`src/core/ncrs_pkg.sv`:
```
// package: constants and carrier types for the cache read sequencer host
package ncrs_pkg;

  // ---------------------------------------------------------------
  // clock and timing
  // ---------------------------------------------------------------
  localparam int unsigned CLK_PERIOD_NS       = 100;
  localparam int unsigned POWER_UP_WAIT_US    = 10;
  localparam int unsigned ARRAY_READ_LAT_US   = 25;
  localparam int unsigned PROG_MAX_US         = 700;
  localparam int unsigned DUMMY_BUSY_MAX_US   = 1;
  localparam int unsigned WIPE_MAX_MS         = 2;
  localparam int unsigned POWER_UP_CYC  = (POWER_UP_WAIT_US * 1000 + CLK_PERIOD_NS - 1)
                                          / CLK_PERIOD_NS;
  localparam int unsigned READ_LAT_CYC  = (ARRAY_READ_LAT_US * 1000) / CLK_PERIOD_NS;
  localparam int unsigned PROG_CYC      = (PROG_MAX_US * 1000) / CLK_PERIOD_NS;
  localparam int unsigned DUMMY_CYC     = (DUMMY_BUSY_MAX_US * 1000) / CLK_PERIOD_NS;
  localparam int unsigned WIPE_CYC      = (WIPE_MAX_MS * 1000000) / CLK_PERIOD_NS;
  localparam int unsigned TMR_W         = 16;

  // ---------------------------------------------------------------
  // geometry and status
  // ---------------------------------------------------------------
  localparam int unsigned PAGE_BYTES      = 2112;
  localparam int unsigned PAGES_PER_BLOCK = 64;
  localparam int unsigned BLOCK_COUNT     = 4096;
  localparam int unsigned GOOD_BLOCK_MIN  = 4016;
  localparam int unsigned PARTIAL_WRITE_LIMIT = 8;
  localparam int unsigned READY_STATUS_BIT    = 6;
  localparam int unsigned COL_W  = 12;
  localparam int unsigned ROW_W  = 18;
  localparam logic [5:0]  LAST_PAGE_IN_BLOCK = 6'h3F;
  localparam logic [17:0] LAST_ROW           = 18'h3_FFFF;

  // ---------------------------------------------------------------
  // command bytes
  // ---------------------------------------------------------------
  localparam logic [7:0] CMD_READ_SETUP = 8'h00;
  localparam logic [7:0] CMD_READ_CONF  = 8'h30;
  localparam logic [7:0] CMD_CACHE_SEQ  = 8'h31;
  localparam logic [7:0] CMD_CACHE_LAST = 8'h3F;
  localparam logic [7:0] CMD_STATUS     = 8'h70;

  // bus cycle kinds handed to the pin driver
  typedef enum logic [1:0]
  {
    NCRS_CYC_CMD  = 2'b00,
    NCRS_CYC_ADDR = 2'b01,
    NCRS_CYC_READ = 2'b10
  } ncrs_cyc_type;

  typedef struct packed
  {
    ncrs_cyc_type kind;
    logic [7:0]   data;
  } ncrs_cyc_req_type;

  // pin bundle towards the flash
  typedef struct packed
  {
    logic       ce_n;
    logic       cle;
    logic       ale;
    logic       we_n;
    logic       re_n;
    logic       wp_n;
    logic [7:0] io_out;
    logic       io_oe;
  } ncrs_pins_type;

endpackage

```
`src/core/ncrs_host.sv`:
```
// file: host sequencer for pipelined cache page reads of a nand flash
`timescale 1ns/1ns
`default_nettype none

// Function
// - first page address starts at column zero; host sends zero columns.
// - cache read command only after normal read shows ready.
// - next page address optional; otherwise device reads next sequential page.
// - last-page command ends the sequence without another fetch.
// - no sequential cache command after highest device page.
// - keep a cache read sequence within one block when required.
// - wait at least 10 us after power-up before any command.
// - hold write-protect low during power-up and power-down; the host drives wp_n low only in ST_PWRUP, with nothing for power-down.
// - at most 8 partial programs per page.
// - completion seen on ready/busy pin or status bit 6.
// - status command makes each read cycle return the status byte.
module ncrs_host
  import ncrs_pkg::*;
(
  // clock and reset
  input  wire logic              sys_clk,
  input  wire logic              rst,
  // user request: start a cache read run of page_count pages
  input  wire logic              start,
  input  wire logic [ROW_W-1:0]  start_row,
  input  wire logic [6:0]        page_count,
  input  wire logic              use_status_poll,
  output logic                   start_ready,
  // page data stream out
  output logic                   data_valid,
  output logic [7:0]             data_byte,
  output logic                   page_last,
  input  wire logic              data_ready,
  // completion and fault
  output logic                   run_done,
  output logic                   timeout_err,
  // flash pins
  output ncrs_pins_type          pins,
  input  wire logic [7:0]        io_in,
  input  wire logic              rb_in
);

  // ---------------------------------------------------------------
  // state
  // ---------------------------------------------------------------
  typedef enum logic [3:0]
  {
    ST_PWRUP   = 4'b0000,
    ST_IDLE    = 4'b0001,
    ST_RD_CMD  = 4'b0010,
    ST_RD_ADR  = 4'b0011,
    ST_RD_CONF = 4'b0100,
    ST_WAIT    = 4'b0101,
    ST_CACHE   = 4'b0110,
    ST_POLLCMD = 4'b0111,
    ST_POLLRD  = 4'b1000,
    ST_STREAM  = 4'b1001,
    ST_DONE    = 4'b1010
  } ncrs_state_type;

  ncrs_state_type   state_r, state_nxt;
  logic [TMR_W-1:0] tmr_r;
  logic [ROW_W-1:0] row_r;
  logic [6:0]       left_r;
  logic [2:0]       adr_idx_r;
  logic [11:0]      col_r;
  logic             last_cmd_r;
  logic             poll_r;
  logic             err_r;
  logic             done_r;
  logic [7:0]       io_s1_r, io_s2_r;
  logic             rb_s1_r, rb_s2_r;

  // two-stage synchronisers for asynchronous pins
  always_ff @(posedge sys_clk)
  begin
    io_s1_r <= io_in;
    io_s2_r <= io_s1_r;
    rb_s1_r <= rb_in;
    rb_s2_r <= rb_s1_r;
  end

  // ---------------------------------------------------------------
  // bus cycle engine
  // ---------------------------------------------------------------
  ncrs_cyc_req_type cyc_req;
  logic             cyc_valid, cyc_ready, cyc_done;
  logic [7:0]       cyc_rd;
  logic             p_cle, p_ale, p_we_n, p_re_n, p_oe;
  logic [7:0]       p_io;

  ncrs_bus_cycle u_cyc
  (
    .sys_clk    (sys_clk),
    .rst        (rst),
    .req_valid  (cyc_valid),
    .req        (cyc_req),
    .req_ready  (cyc_ready),
    .done       (cyc_done),
    .rd_data    (cyc_rd),
    .io_in_sync (io_s2_r),
    .cle        (p_cle),
    .ale        (p_ale),
    .we_n       (p_we_n),
    .re_n       (p_re_n),
    .io_out     (p_io),
    .io_oe      (p_oe)
  );

  // decode of the current step
  wire in_cyc_w     = (state_r != ST_PWRUP) && (state_r != ST_IDLE)
                      && (state_r != ST_WAIT) && (state_r != ST_DONE);
  wire idle_cyc_w   = cyc_ready && !cyc_done;
  wire ready_stat_w = cyc_rd[READY_STATUS_BIT];
  wire dev_ready_w  = poll_r ? (state_r == ST_POLLRD && cyc_done && ready_stat_w)
                             : rb_s2_r;
  wire [5:0] page_w = row_r[5:0];
  // first cache command copies row_r itself, later ones copy row_r + 1
  wire first_last_w = (left_r == 7'd1) || (page_w == LAST_PAGE_IN_BLOCK)
                      || (row_r == LAST_ROW);
  wire want_last_w  = (left_r <= 7'd2) || (page_w == LAST_PAGE_IN_BLOCK - 6'd1)
                      || (row_r == LAST_ROW - 18'd1);
  wire tmr_exp_w    = (tmr_r == '0);
  wire page_end_w   = (col_r == 12'(PAGE_BYTES - 1));

  // address byte: two zero column bytes, then three row bytes
  logic [7:0] adr_byte_w;
  always_comb
  begin
    case (adr_idx_r)
      3'd0, 3'd1: adr_byte_w = 8'h00;
      3'd2:       adr_byte_w = row_r[7:0];
      3'd3:       adr_byte_w = row_r[15:8];
      default:    adr_byte_w = {6'h00, row_r[17:16]};
    endcase
  end

  // cycle request selection; read-type commands only, no page is ever programmed
  always_comb
  begin
    cyc_valid = 1'b0;
    cyc_req   = '{kind: NCRS_CYC_CMD, data: 8'h00};
    case (state_r)
      ST_RD_CMD:  begin cyc_valid = idle_cyc_w; cyc_req.data = CMD_READ_SETUP; end
      ST_RD_ADR:  begin cyc_valid = idle_cyc_w; cyc_req = '{NCRS_CYC_ADDR, adr_byte_w}; end
      ST_RD_CONF: begin cyc_valid = idle_cyc_w; cyc_req.data = CMD_READ_CONF; end
      // no address sent, so the device takes the next sequential page
      ST_CACHE:   begin cyc_valid = idle_cyc_w;
                    cyc_req.data = last_cmd_r ? CMD_CACHE_LAST : CMD_CACHE_SEQ; end
      ST_POLLCMD: begin cyc_valid = idle_cyc_w; cyc_req.data = CMD_STATUS; end
      ST_POLLRD:  begin cyc_valid = idle_cyc_w; cyc_req.kind = NCRS_CYC_READ; end
      ST_STREAM:  begin cyc_valid = idle_cyc_w && data_ready; cyc_req.kind = NCRS_CYC_READ; end
      default:    cyc_valid = 1'b0;
    endcase
  end

  // ---------------------------------------------------------------
  // next state
  // ---------------------------------------------------------------
  always_comb
  begin
    state_nxt = state_r;
    case (state_r)
      ST_PWRUP:   if (tmr_exp_w) state_nxt = ST_IDLE;
      ST_IDLE:    if (start && page_count != 7'd0) state_nxt = ST_RD_CMD;
      ST_RD_CMD:  if (cyc_done) state_nxt = (adr_idx_r == 3'd7) ? ST_STREAM : ST_RD_ADR;
      ST_RD_ADR:  if (cyc_done && adr_idx_r == 3'd4) state_nxt = ST_RD_CONF;
      ST_RD_CONF: if (cyc_done) state_nxt = poll_r ? ST_POLLCMD : ST_WAIT;
      ST_WAIT:    if (tmr_exp_w) state_nxt = ST_DONE;
                  else if (dev_ready_w && tmr_r < TMR_W'(READ_LAT_CYC - 2))
                    state_nxt = ST_CACHE;
      ST_CACHE:   if (cyc_done) state_nxt = poll_r ? ST_POLLCMD : ST_WAIT;
      ST_POLLCMD: if (cyc_done) state_nxt = ST_POLLRD;
      ST_POLLRD:  if (tmr_exp_w) state_nxt = ST_DONE;
                  else if (dev_ready_w)
                    state_nxt = ST_CACHE;
      ST_STREAM:  if (cyc_done && page_end_w)
                    state_nxt = (left_r == 7'd1 || last_cmd_r) ? ST_DONE : ST_CACHE;
      ST_DONE:    state_nxt = ST_IDLE;
      default:    state_nxt = ST_IDLE;
    endcase
    // the first ready after a cache command leads to data readout; status
    // mode must be left with the read command first, or reads return status
    if ((state_r == ST_WAIT || state_r == ST_POLLRD) && state_nxt == ST_CACHE
        && adr_idx_r == 3'd7)
      state_nxt = poll_r ? ST_RD_CMD : ST_STREAM;
    if (state_r == ST_WAIT && state_nxt == ST_CACHE && poll_r)
      state_nxt = ST_WAIT;
  end

  // ---------------------------------------------------------------
  // registers
  // ---------------------------------------------------------------
  // adr_idx 7 marks "a cache command is outstanding", so ready means read data
  always_ff @(posedge sys_clk)
  begin
    if (rst)
    begin
      state_r    <= ST_PWRUP;
      tmr_r      <= TMR_W'(POWER_UP_CYC);
      row_r      <= '0;
      left_r     <= 7'd0;
      adr_idx_r  <= 3'd0;
      col_r      <= 12'd0;
      last_cmd_r <= 1'b0;
      poll_r     <= 1'b0;
      err_r      <= 1'b0;
      done_r     <= 1'b0;
    end
    else
    begin
      state_r <= state_nxt;
      done_r  <= (state_r == ST_DONE);
      if (!tmr_exp_w)
        tmr_r <= tmr_r - TMR_W'(1);
      if (state_r == ST_IDLE && state_nxt == ST_RD_CMD)
      begin
        row_r     <= {start_row[ROW_W-1:6], 6'h00} | start_row;
        left_r    <= page_count;
        poll_r    <= use_status_poll;
        adr_idx_r <= 3'd0;
        err_r     <= 1'b0;
      end
      if (state_r == ST_RD_ADR && cyc_done && adr_idx_r != 3'd4)
        adr_idx_r <= adr_idx_r + 3'd1;
      // every busy wait is bounded by the array read latency
      if (state_nxt == ST_WAIT || state_nxt == ST_POLLCMD)
        if (state_r != ST_WAIT && state_r != ST_POLLRD && state_r != ST_POLLCMD)
          tmr_r <= TMR_W'(READ_LAT_CYC);
      // last_cmd_r is kept, so the page after a last-page command ends the run
      if (state_r == ST_CACHE && cyc_done)
        adr_idx_r <= 3'd7;
      if (state_r == ST_RD_CONF && cyc_done)
      begin
        adr_idx_r  <= 3'd0;
        last_cmd_r <= first_last_w;
      end
      if (state_nxt == ST_STREAM && state_r != ST_STREAM)
      begin
        adr_idx_r <= 3'd0;
        col_r     <= 12'd0;
      end
      if (state_r == ST_STREAM && cyc_done)
      begin
        col_r <= page_end_w ? 12'd0 : col_r + 12'd1;
        if (page_end_w)
        begin
          left_r     <= left_r - 7'd1;
          row_r      <= row_r + ROW_W'(1);
          last_cmd_r <= want_last_w;
        end
      end
      if (tmr_exp_w && (state_r == ST_WAIT || state_r == ST_POLLRD))
        err_r <= 1'b1;
    end
  end

  // ---------------------------------------------------------------
  // outputs
  // ---------------------------------------------------------------
  assign start_ready = (state_r == ST_IDLE);
  assign data_valid  = (state_r == ST_STREAM) && cyc_done;
  assign data_byte   = cyc_rd;
  assign page_last   = data_valid && page_end_w;
  assign run_done    = done_r;
  assign timeout_err = err_r;
  // write protect held low until the power-up wait ends
  assign pins = '{ce_n:   !in_cyc_w && state_r != ST_WAIT,
                  cle:    p_cle,
                  ale:    p_ale,
                  we_n:   p_we_n,
                  re_n:   p_re_n,
                  wp_n:   (state_r != ST_PWRUP),
                  io_out: p_io,
                  io_oe:  p_oe};

endmodule

`default_nettype wire

```
`src/core/ncrs_bus_cycle.sv`:
```
// file: one flash bus cycle (command, address or read) generator
`timescale 1ns/1ns
`default_nettype none

module ncrs_bus_cycle
  import ncrs_pkg::*;
(
  // clock and reset
  input  wire logic             sys_clk,
  input  wire logic             rst,
  // request from the sequencer
  input  wire logic             req_valid,
  input  wire ncrs_cyc_req_type req,
  output logic                  req_ready,
  output logic                  done,
  output logic [7:0]            rd_data,
  // pins, io input already synchronised
  input  wire logic [7:0]       io_in_sync,
  output logic                  cle,
  output logic                  ale,
  output logic                  we_n,
  output logic                  re_n,
  output logic [7:0]            io_out,
  output logic                  io_oe
);

  // ---------------------------------------------------------------
  // four-phase cycle: setup, strobe low, strobe high (a read keeps re_n low through both), release
  // ---------------------------------------------------------------
  logic [1:0]   phase_r;
  logic         busy_r;
  ncrs_cyc_type kind_r;
  logic [7:0]   data_r;
  logic [7:0]   rd_r;
  logic         done_r;

  // one 100 ns phase covers every setup, pulse and hold minimum
  always_ff @(posedge sys_clk)
  begin
    if (rst)
    begin
      busy_r  <= 1'b0;
      phase_r <= 2'd0;
      kind_r  <= NCRS_CYC_CMD;
      data_r  <= 8'h00;
      rd_r    <= 8'h00;
      done_r  <= 1'b0;
    end
    else
    begin
      done_r <= 1'b0;
      if (!busy_r && req_valid)
      begin
        busy_r  <= 1'b1;
        phase_r <= 2'd0;
        kind_r  <= req.kind;
        data_r  <= req.data;
      end
      else if (busy_r)
      begin
        phase_r <= phase_r + 2'd1;
        // the two pin flops lag two edges, so the strobe value arrives in phase 3
        if (phase_r == 2'd3 && kind_r == NCRS_CYC_READ)
          rd_r <= io_in_sync;
        if (phase_r == 2'd3)
        begin
          busy_r <= 1'b0;
          done_r <= 1'b1;
        end
      end
    end
  end

  // pin decode
  wire strobe_w = busy_r && (phase_r == 2'd1 || phase_r == 2'd2);
  assign req_ready = !busy_r;
  assign done      = done_r;
  assign rd_data   = rd_r;
  assign cle       = busy_r && kind_r == NCRS_CYC_CMD;
  assign ale       = busy_r && kind_r == NCRS_CYC_ADDR;
  assign we_n      = !(strobe_w && phase_r == 2'd1 && kind_r != NCRS_CYC_READ);
  assign re_n      = !(strobe_w && kind_r == NCRS_CYC_READ);
  assign io_out    = data_r;
  assign io_oe     = busy_r && kind_r != NCRS_CYC_READ;

endmodule

`default_nettype wire

```
`config.mk`:
```
export PLATFORM = sky130hd
export DESIGN_NAME = ncrs_host
export DESIGN_NICKNAME = d
export VERILOG_FILES = /design/src/core/ncrs_pkg.sv /design/src/core/ncrs_host.sv /design/src/core/ncrs_bus_cycle.sv
export SDC_FILE = /design/constraint.sdc
export NUM_CORES = 1
export LEC_CHECK = 0
export ABC_AREA = 1
export BUFFER_PORTS_ARGS = -buffer_cell sky130_fd_sc_hd__buf_4
export CORE_MARGIN = 3
export CORE_UTILIZATION = 35
export CTS_CLUSTER_SIZE = 28
export DETAILED_ROUTE_END_ITERATION = 8
export PLACE_DENSITY = 0.57
export SLEW_MARGIN = 10
export SYNTH_ARGS = -nofsm -noshare
export SYNTH_HDL_FRONTEND = slang
export SYNTH_HIERARCHICAL = 1
export SYNTH_SLANG_ARGS = --single-unit
```
`constraint.sdc`:
```
create_clock -name sys_clk -period 1.9 [get_ports sys_clk]
set_input_delay 0.38 -clock sys_clk [delete_from_list [all_inputs] [get_ports sys_clk]]
set_output_delay 0.38 -clock sys_clk [all_outputs]
set_load 0.01 [all_outputs]
```
After elaboration in Yosys (flattened, before gate mapping)
Index checks and enable logic that the tools add are counted.
{ "totals": {"word_cells": 185, "register_bits": 104} }
{ "classes": {"order_cmp": 2, "n_bitwise": 3, "n_eq_ne": 40, "reduce_logical": 66, "addsub": 6, "mux": 48} }
{ "op_table": {"columns": ["op", "count"], "rows": [
  ["4-bit 2-to-1 mux", 17],
  ["18-bit 2-to-1 mux", 3],
  ["16-bit 2-to-1 mux", 3],
  ["18-bit == test (second input constant)", 2],
  ["1-bit logical AND", 36],
  ["12-bit 2-to-1 mux", 3],
  ["4-bit case mux with 9 select lines", 1],
  ["4-bit by 3-bit == test with 1-bit output (second input constant)", 8],
  ["8-bit case mux with 4 select lines", 1],
  ["8-bit case mux with 3 select lines", 1],
  ["7-bit 2-to-1 mux", 3],
  ["18-bit by 1-bit adder with 18-bit output (second input constant)", 1],
  ["18-bit bitwise OR", 1],
  ["4-bit == test (second input constant)", 4],
  ["16-bit zero test", 1],
  ["16-bit by 8-bit < comparator with 1-bit output (second input constant)", 1],
  ["16-bit by 1-bit subtractor with 16-bit output (second input constant)", 1],
  ["12-bit by 1-bit adder with 12-bit output (second input constant)", 1],
  ["12-bit == test (second input constant)", 1],
  ["4-bit by 2-bit == test with 1-bit output (second input constant)", 3],
  ["6-bit == test (second input constant)", 2],
  ["4-bit != test (second input constant)", 3],
  ["1-bit 2-to-1 mux", 10],
  ["3-bit 2-to-1 mux", 3],
  ["32 further kinds", 55]
]} }

Logic depth before layout (Yosys ltp)
{ "depth": {"ltp_word": 21, "depth_mapped": 16, "depth_no_buf": 16} }

Modules after synthesis
The synthesis kept the hierarchy.
{ "modules_own_cells": {"columns": ["mod", "seq_area_each_um2", "instances", "cells_each", "area_per_inst_um2"], "rows": [
  ["ncrs_host", 1641.6, 1, 676, 4548.1],
  ["ncrs_bus_cycle", 440.4, 1, 127, 929.6]
]} }

Least setup slack after synthesis
OpenSTA, ideal clock, no wires.
{ "synth_timing": {"path_kind": "register to register", "startpoint": "reg col_r[0]", "endpoint": "reg col_r[2]", "path_stages_with_launch": 17, "required_time_ps": 1778, "path_slack_ps": -85, "n_path_buf": 0, "arrival_ps": 1864, "path_cell_list": "dfxtp_1 -> ha_1 -> nand2_1 -> nor2_2 -> nand2_2 -> nor2_1 -> nand2_1 -> nand2_1 -> nand2_1 -> nor2_1 -> nand2_1 -> nor2_2 -> nand3_2 -> o31ai_2 -> nand2_4 -> nand2_4 -> a21oi_2"} }
{ "synth_between": {"elab_chain_cells": 15} }
{ "synth_lines": {"columns": ["item", "line", "text"], "rows": [
  ["start, declared", "ncrs_host.sv:66", "logic [11:0] col_r;"],
  ["start signal, assigned", "ncrs_host.sv:245", "col_r <= page_end_w ? 12'd0 : col_r + 12'd1;"],
  ["12-bit == test", "ncrs_host.sv:124", "wire page_end_w = (col_r == 12'(PAGE_BYTES - 1));"],
  ["1-bit logical AND", "ncrs_host.sv:177", "ST_STREAM: if (cyc_done && page_end_w)"],
  ["4-bit 2-to-1 mux", "ncrs_host.sv:177", null],
  ["4-bit case mux with 9 select lines", "ncrs_host.sv:163", "case (state_r)"],
  ["4-bit by 3-bit == test with 1-bit output", "ncrs_host.sv:184", "if ((state_r == ST_WAIT || state_r == ST_POLLRD) && state_nxt == ST_CACHE"],
  ["1-bit logical AND", "ncrs_host.sv:184", null],
  ["1-bit logical AND", "ncrs_host.sv:185", "&& adr_idx_r == 3'd7)"],
  ["4-bit 2-to-1 mux", "ncrs_host.sv:184", null],
  ["4-bit by 3-bit == test with 1-bit output", "ncrs_host.sv:187", "if (state_r == ST_WAIT && state_nxt == ST_CACHE && poll_r)"],
  ["1-bit logical AND (2 in series)", "ncrs_host.sv:187", null],
  ["4-bit 2-to-1 mux", "ncrs_host.sv:187", null],
  ["4-bit == test", "ncrs_host.sv:238", "if (state_nxt == ST_STREAM && state_r != ST_STREAM)"],
  ["1-bit logical AND", "ncrs_host.sv:238", null],
  ["2-bit nonzero test (no source line)", null, null]
]} }
Several ways; a longest one is shown, not always the timed one.
A chain may end at the register's enable or synchronous reset.

Worst setup path in the final report
{ "layout_timing": {"startpoint": "reg col_r[0]", "endpoint": "out page_last"} }
{ "layout_between": {"elab_chain_cells": 2} }
{ "layout_lines": {"columns": ["item", "line", "text"], "rows": [
  ["12-bit == test", "ncrs_host.sv:124", null],
  ["1-bit logical AND", "ncrs_host.sv:264", "assign page_last = data_valid && page_end_w;"],
  ["end, declared", "ncrs_host.sv:32", "output logic page_last,"]
]} }
Every way passes these cells.

==> summary.md <==
| Metric | Value |
|---|---|
| Tightest Hold Check Type | `input port to register` |
| Post-Synth Adder-Cell Area | `under 10%` |
| Failing checks | `negative setup slack` |
| Syn Area/Cell | `~7 sq um` |
| RSZ-0062 raised after global routing | `yes` |
| GR Util met1 | `about a quarter` |
| Met2 GRT Util | `~30%` |
| Max Slew Vio Count | `0` |
| Vias | `roughly 5700` |
| CP Data Required Time | `between 1500 and 2000 ps` |
| Complex-gate fraction of the synthesized area | `between 10% and 20%` |
| EDFF count, synth | `0` |
| CTS tree | `done` |
| Most area-consuming cells after synthesis | `dfxtp_1 38%, nand2_1 10%, nor2_1 7.9%` |
| Power density cells | `548 mW/mm^2` |
| Core Region | `between 0.015 and 0.02 sq mm` |
| Clk sinks | `104` |
| DIE WIDTH | `approximately 130 um` |
| Row count | `between 40 and 50` |
| Area taken by multi-input logic gates | `~0.0033 sq mm` |
| Sequential-to-total area share from yosys stat | `roughly two fifths` |
| Die area | `about 0.017 sq mm` |
| Largest net degree at the start of global routing | `29` |
| Crit end category | `primary output` |
| Final wirelength | `between 15 and 20 mm` |
| Clk slew on worst S/H paths | `70 ps` |
| Number of port buffers | `66` |
| Total grt overflow | `0` |
| GR peak layer | `met2` |
| Setup ws final | `-235 ps` |
| First-pass iteration count of the detailed router | `5` |
| Initial core utilization | `about 36%` |
| GR Layer Usage met3 | `roughly 3.6%` |
| Vias in the first global route | `around 5400` |
| Status | `finished, violations left` |
| DR iter-0 viols | `260` |
| # IOs | `67` |
| CP Max Fanout | `2` |
| Post-route ant nets | `0` |
| Share of layout cells above drive strength 1 | `between 30% and 40%` |
| Reg-to-reg setup timing slack | `-230 ps` |
| Leak pwr | `3.52 nW` |
| Gr usage total | `about 18%` |
| Syn nets | `857` |
| Die height | `about 130 um` |
| Wirelength per Cell | `approximately 13 um` |
| Period utilization | `112%` |
| Diodes inserted | `0` |
| Count leader, synth | `nand2_1` |
| CP Data Arrival Time | `roughly 1800 ps` |
| Max transition margin | `about 60%` |
| Fillers | `1464` |
| Core Util, Final | `about 54%` |
| Via/cell ratio | `around 4.7` |
| Post-Synth XOR/XNOR Area | `under 10%` |
| First-pass GRT wire length | `about 26 mm` |
| Drt drc | `0` |
| Number of distinct library cells after synthesis | `43` |
| CP startpoint kind | `register` |
| Total power | `4.50 mW` |
| RR Startpoint | `col_r[0]` |
| Clock root buffer | `clkbuf_16` |
| Synth Area in Simple Gates | `about 29%` |
| Top FF cell, synth | `dfxtp_1` |
| Worst IR Drop VDD | `0.000413 V` |
| Async S/R FF share, synth | `0%` |
| Syn Std Cell Area | `about 0.0055 sq mm` |
| Type of the worst setup path | `register to primary output` |
| Post-DP HPWL | `about 11 mm` |
| Clock Skew | `6.02 ps` |
| Most frequent cells after synthesis | `148 x nand2_1, 115 x nor2_1, 105 x inv_1` |
| Cell taking the most area after synthesis | `dfxtp_1` |
| Fmax | `around 0.47 GHz` |
| Max Buffers Root-to-Sink | `2` |
| Share of the synthesized area in the top cell type | `around two fifths` |
| Slew @ Worst Pin | `602 ps` |
| Worst Setup SP | `col_r[0]` |
| Num CTS Buffers | `9` |
| Fin crit period | `roughly 2100 ps` |
| H-tree Lvls | `3` |
| Max-Cap Viols | `0` |
| Syn. warnings | `6` |
| Setup-failing EPs final | `30` |
| Clk_lat worst skew | `about 360 ps` |
| Synth Instances | `~800` |
| Area Growth Syn to Fin | `49.9%` |
| Initial antenna violation count | `0` |
| Hold Startpoint | `io_in[7]` |
| Nets | `about 1100` |
| Post-synthesis mux area share | `0%` |
| RePlAce Congestion | `~0.9` |
| Post-synthesis register bit count | `roughly 100` |
| Largest family of logic cells by synthesized area | `simple AND/OR/NAND/NOR gates` |
| Hold Vio Cnt, Final | `0` |
| Storage element area | `roughly 0.0021 sq mm` |
-- worst max-delay path: stages (launching register included) --
cell,delay (ps)
dfxtp_2,360
ha_4,150
nand2_4,60
nor2_4,100
nand2_2,70
buf_6,120
nor3_4,220
buf_12,140
buf_8,90
buf_6,90
-- area by class of cell --
class / count / area share (%)
multi-input combinational: 560 / 40.6
clock buffer: 10 / 2.91
inverter: 113 / 5.38
timing repair buffer: 210 / 21.1
sequential: 104 / 25.7
timing repair inverter: 1 / 0.0914
clock inverter: 6 / 1.04
tap: 211 / 3.22
-- flip-flops by register name, summed over array words and instances, names as in the netlist --
signal / count
tmr_r: 16
run_done: 1
row_r: 18
io_s2_r: 8
adr_idx_r: 3
u_cyc/phase_r: 2
u_cyc/kind_r: 2
u_cyc/done: 1
poll_r: 1
io_s1_r: 8
u_cyc/busy_r: 1
u_cyc/io_out: 8
state_r: 4
last_cmd_r: 1
left_r: 7
rb_s1_r: 1
u_cyc/rd_data: 8
timeout_err: 1
rb_s2_r: 1
col_r: 12
-- power breakdown --
part	switching [mW]	leakage, nW	internal, mW	total (mW)
clock network	0.924	0.156	1.09	2.02
logic	0.127	2.51	0.130	0.257
registers	0.0142	0.852	2.21	2.22
-- cells by family after synthesis --
group                    after synthesis
AO/OA/AOI/OAI                        163
XOR/XNOR                              17
adder cells (fa/ha/maj)               15
buffers and inverters                140
flip-flops                           104
AND/OR/NAND/NOR                      364
-- path summary, 6_finish.rpt --
kind                 to  cells after the start
max reg2reg    col_r[3]                     17
max           page_last                      9
min          io_s1_r[7]                      1
min reg2reg  io_s2_r[4]                      0
-- layout by cell type (no fill, tap or decap), types with 5 or more instances in the layout --
master,n
buf_4,186
buf_6,16
a21oi_1,40
dfxtp_1,92
nand3_1,42
nand2_2,14
xor2_1,14
nor2_4,13
o22ai_1,7
clkbuf_16,10
inv_2,9
o21ai_2,5
buf_12,5
dfxtp_2,8
a21oi_2,28
nand2_1,133
o211ai_1,6
nor2_1,99
o21ai_0,34
nor2_2,12
nand2_4,11
ha_1,10
nand3_2,11
nor3_1,12
inv_1,98
o21ai_1,25
-- layer usage --
layer,vias up,wire (um)
met5,-,0
met4,0,278
met3,21,513
met2,89,7680
met1,2582,7280
li1,2989,-
-- stage by stage --
stage / cells / instance area [sq um] / setup TNS [ps] / hold slack, ps / worst slack [ps]
finish: 1215 / 8210 / -4200 / 122 / -235
global route: 1215 / 8210 / -9820 / 104 / -413
CTS: 1206 / 7750 / -4750 / 106 / -238
detailed placement: 1161 / 6960 / -4460 / 312 / -164
global placement: 1161 / 6960 / -4340 / 311 / -176
floorplan: 803 / 5520 / 0 / 310 / 11.5
-- repair_timing --
item                       CTS  global route
resized for setup           69           122
setup endpoints to repair   55            66
hold buffers                 0             0
gates cloned                 2             2
pin swaps                   31            48
buffers inserted            27            15
No activity file was read; power rests on OpenSTA's default activity.
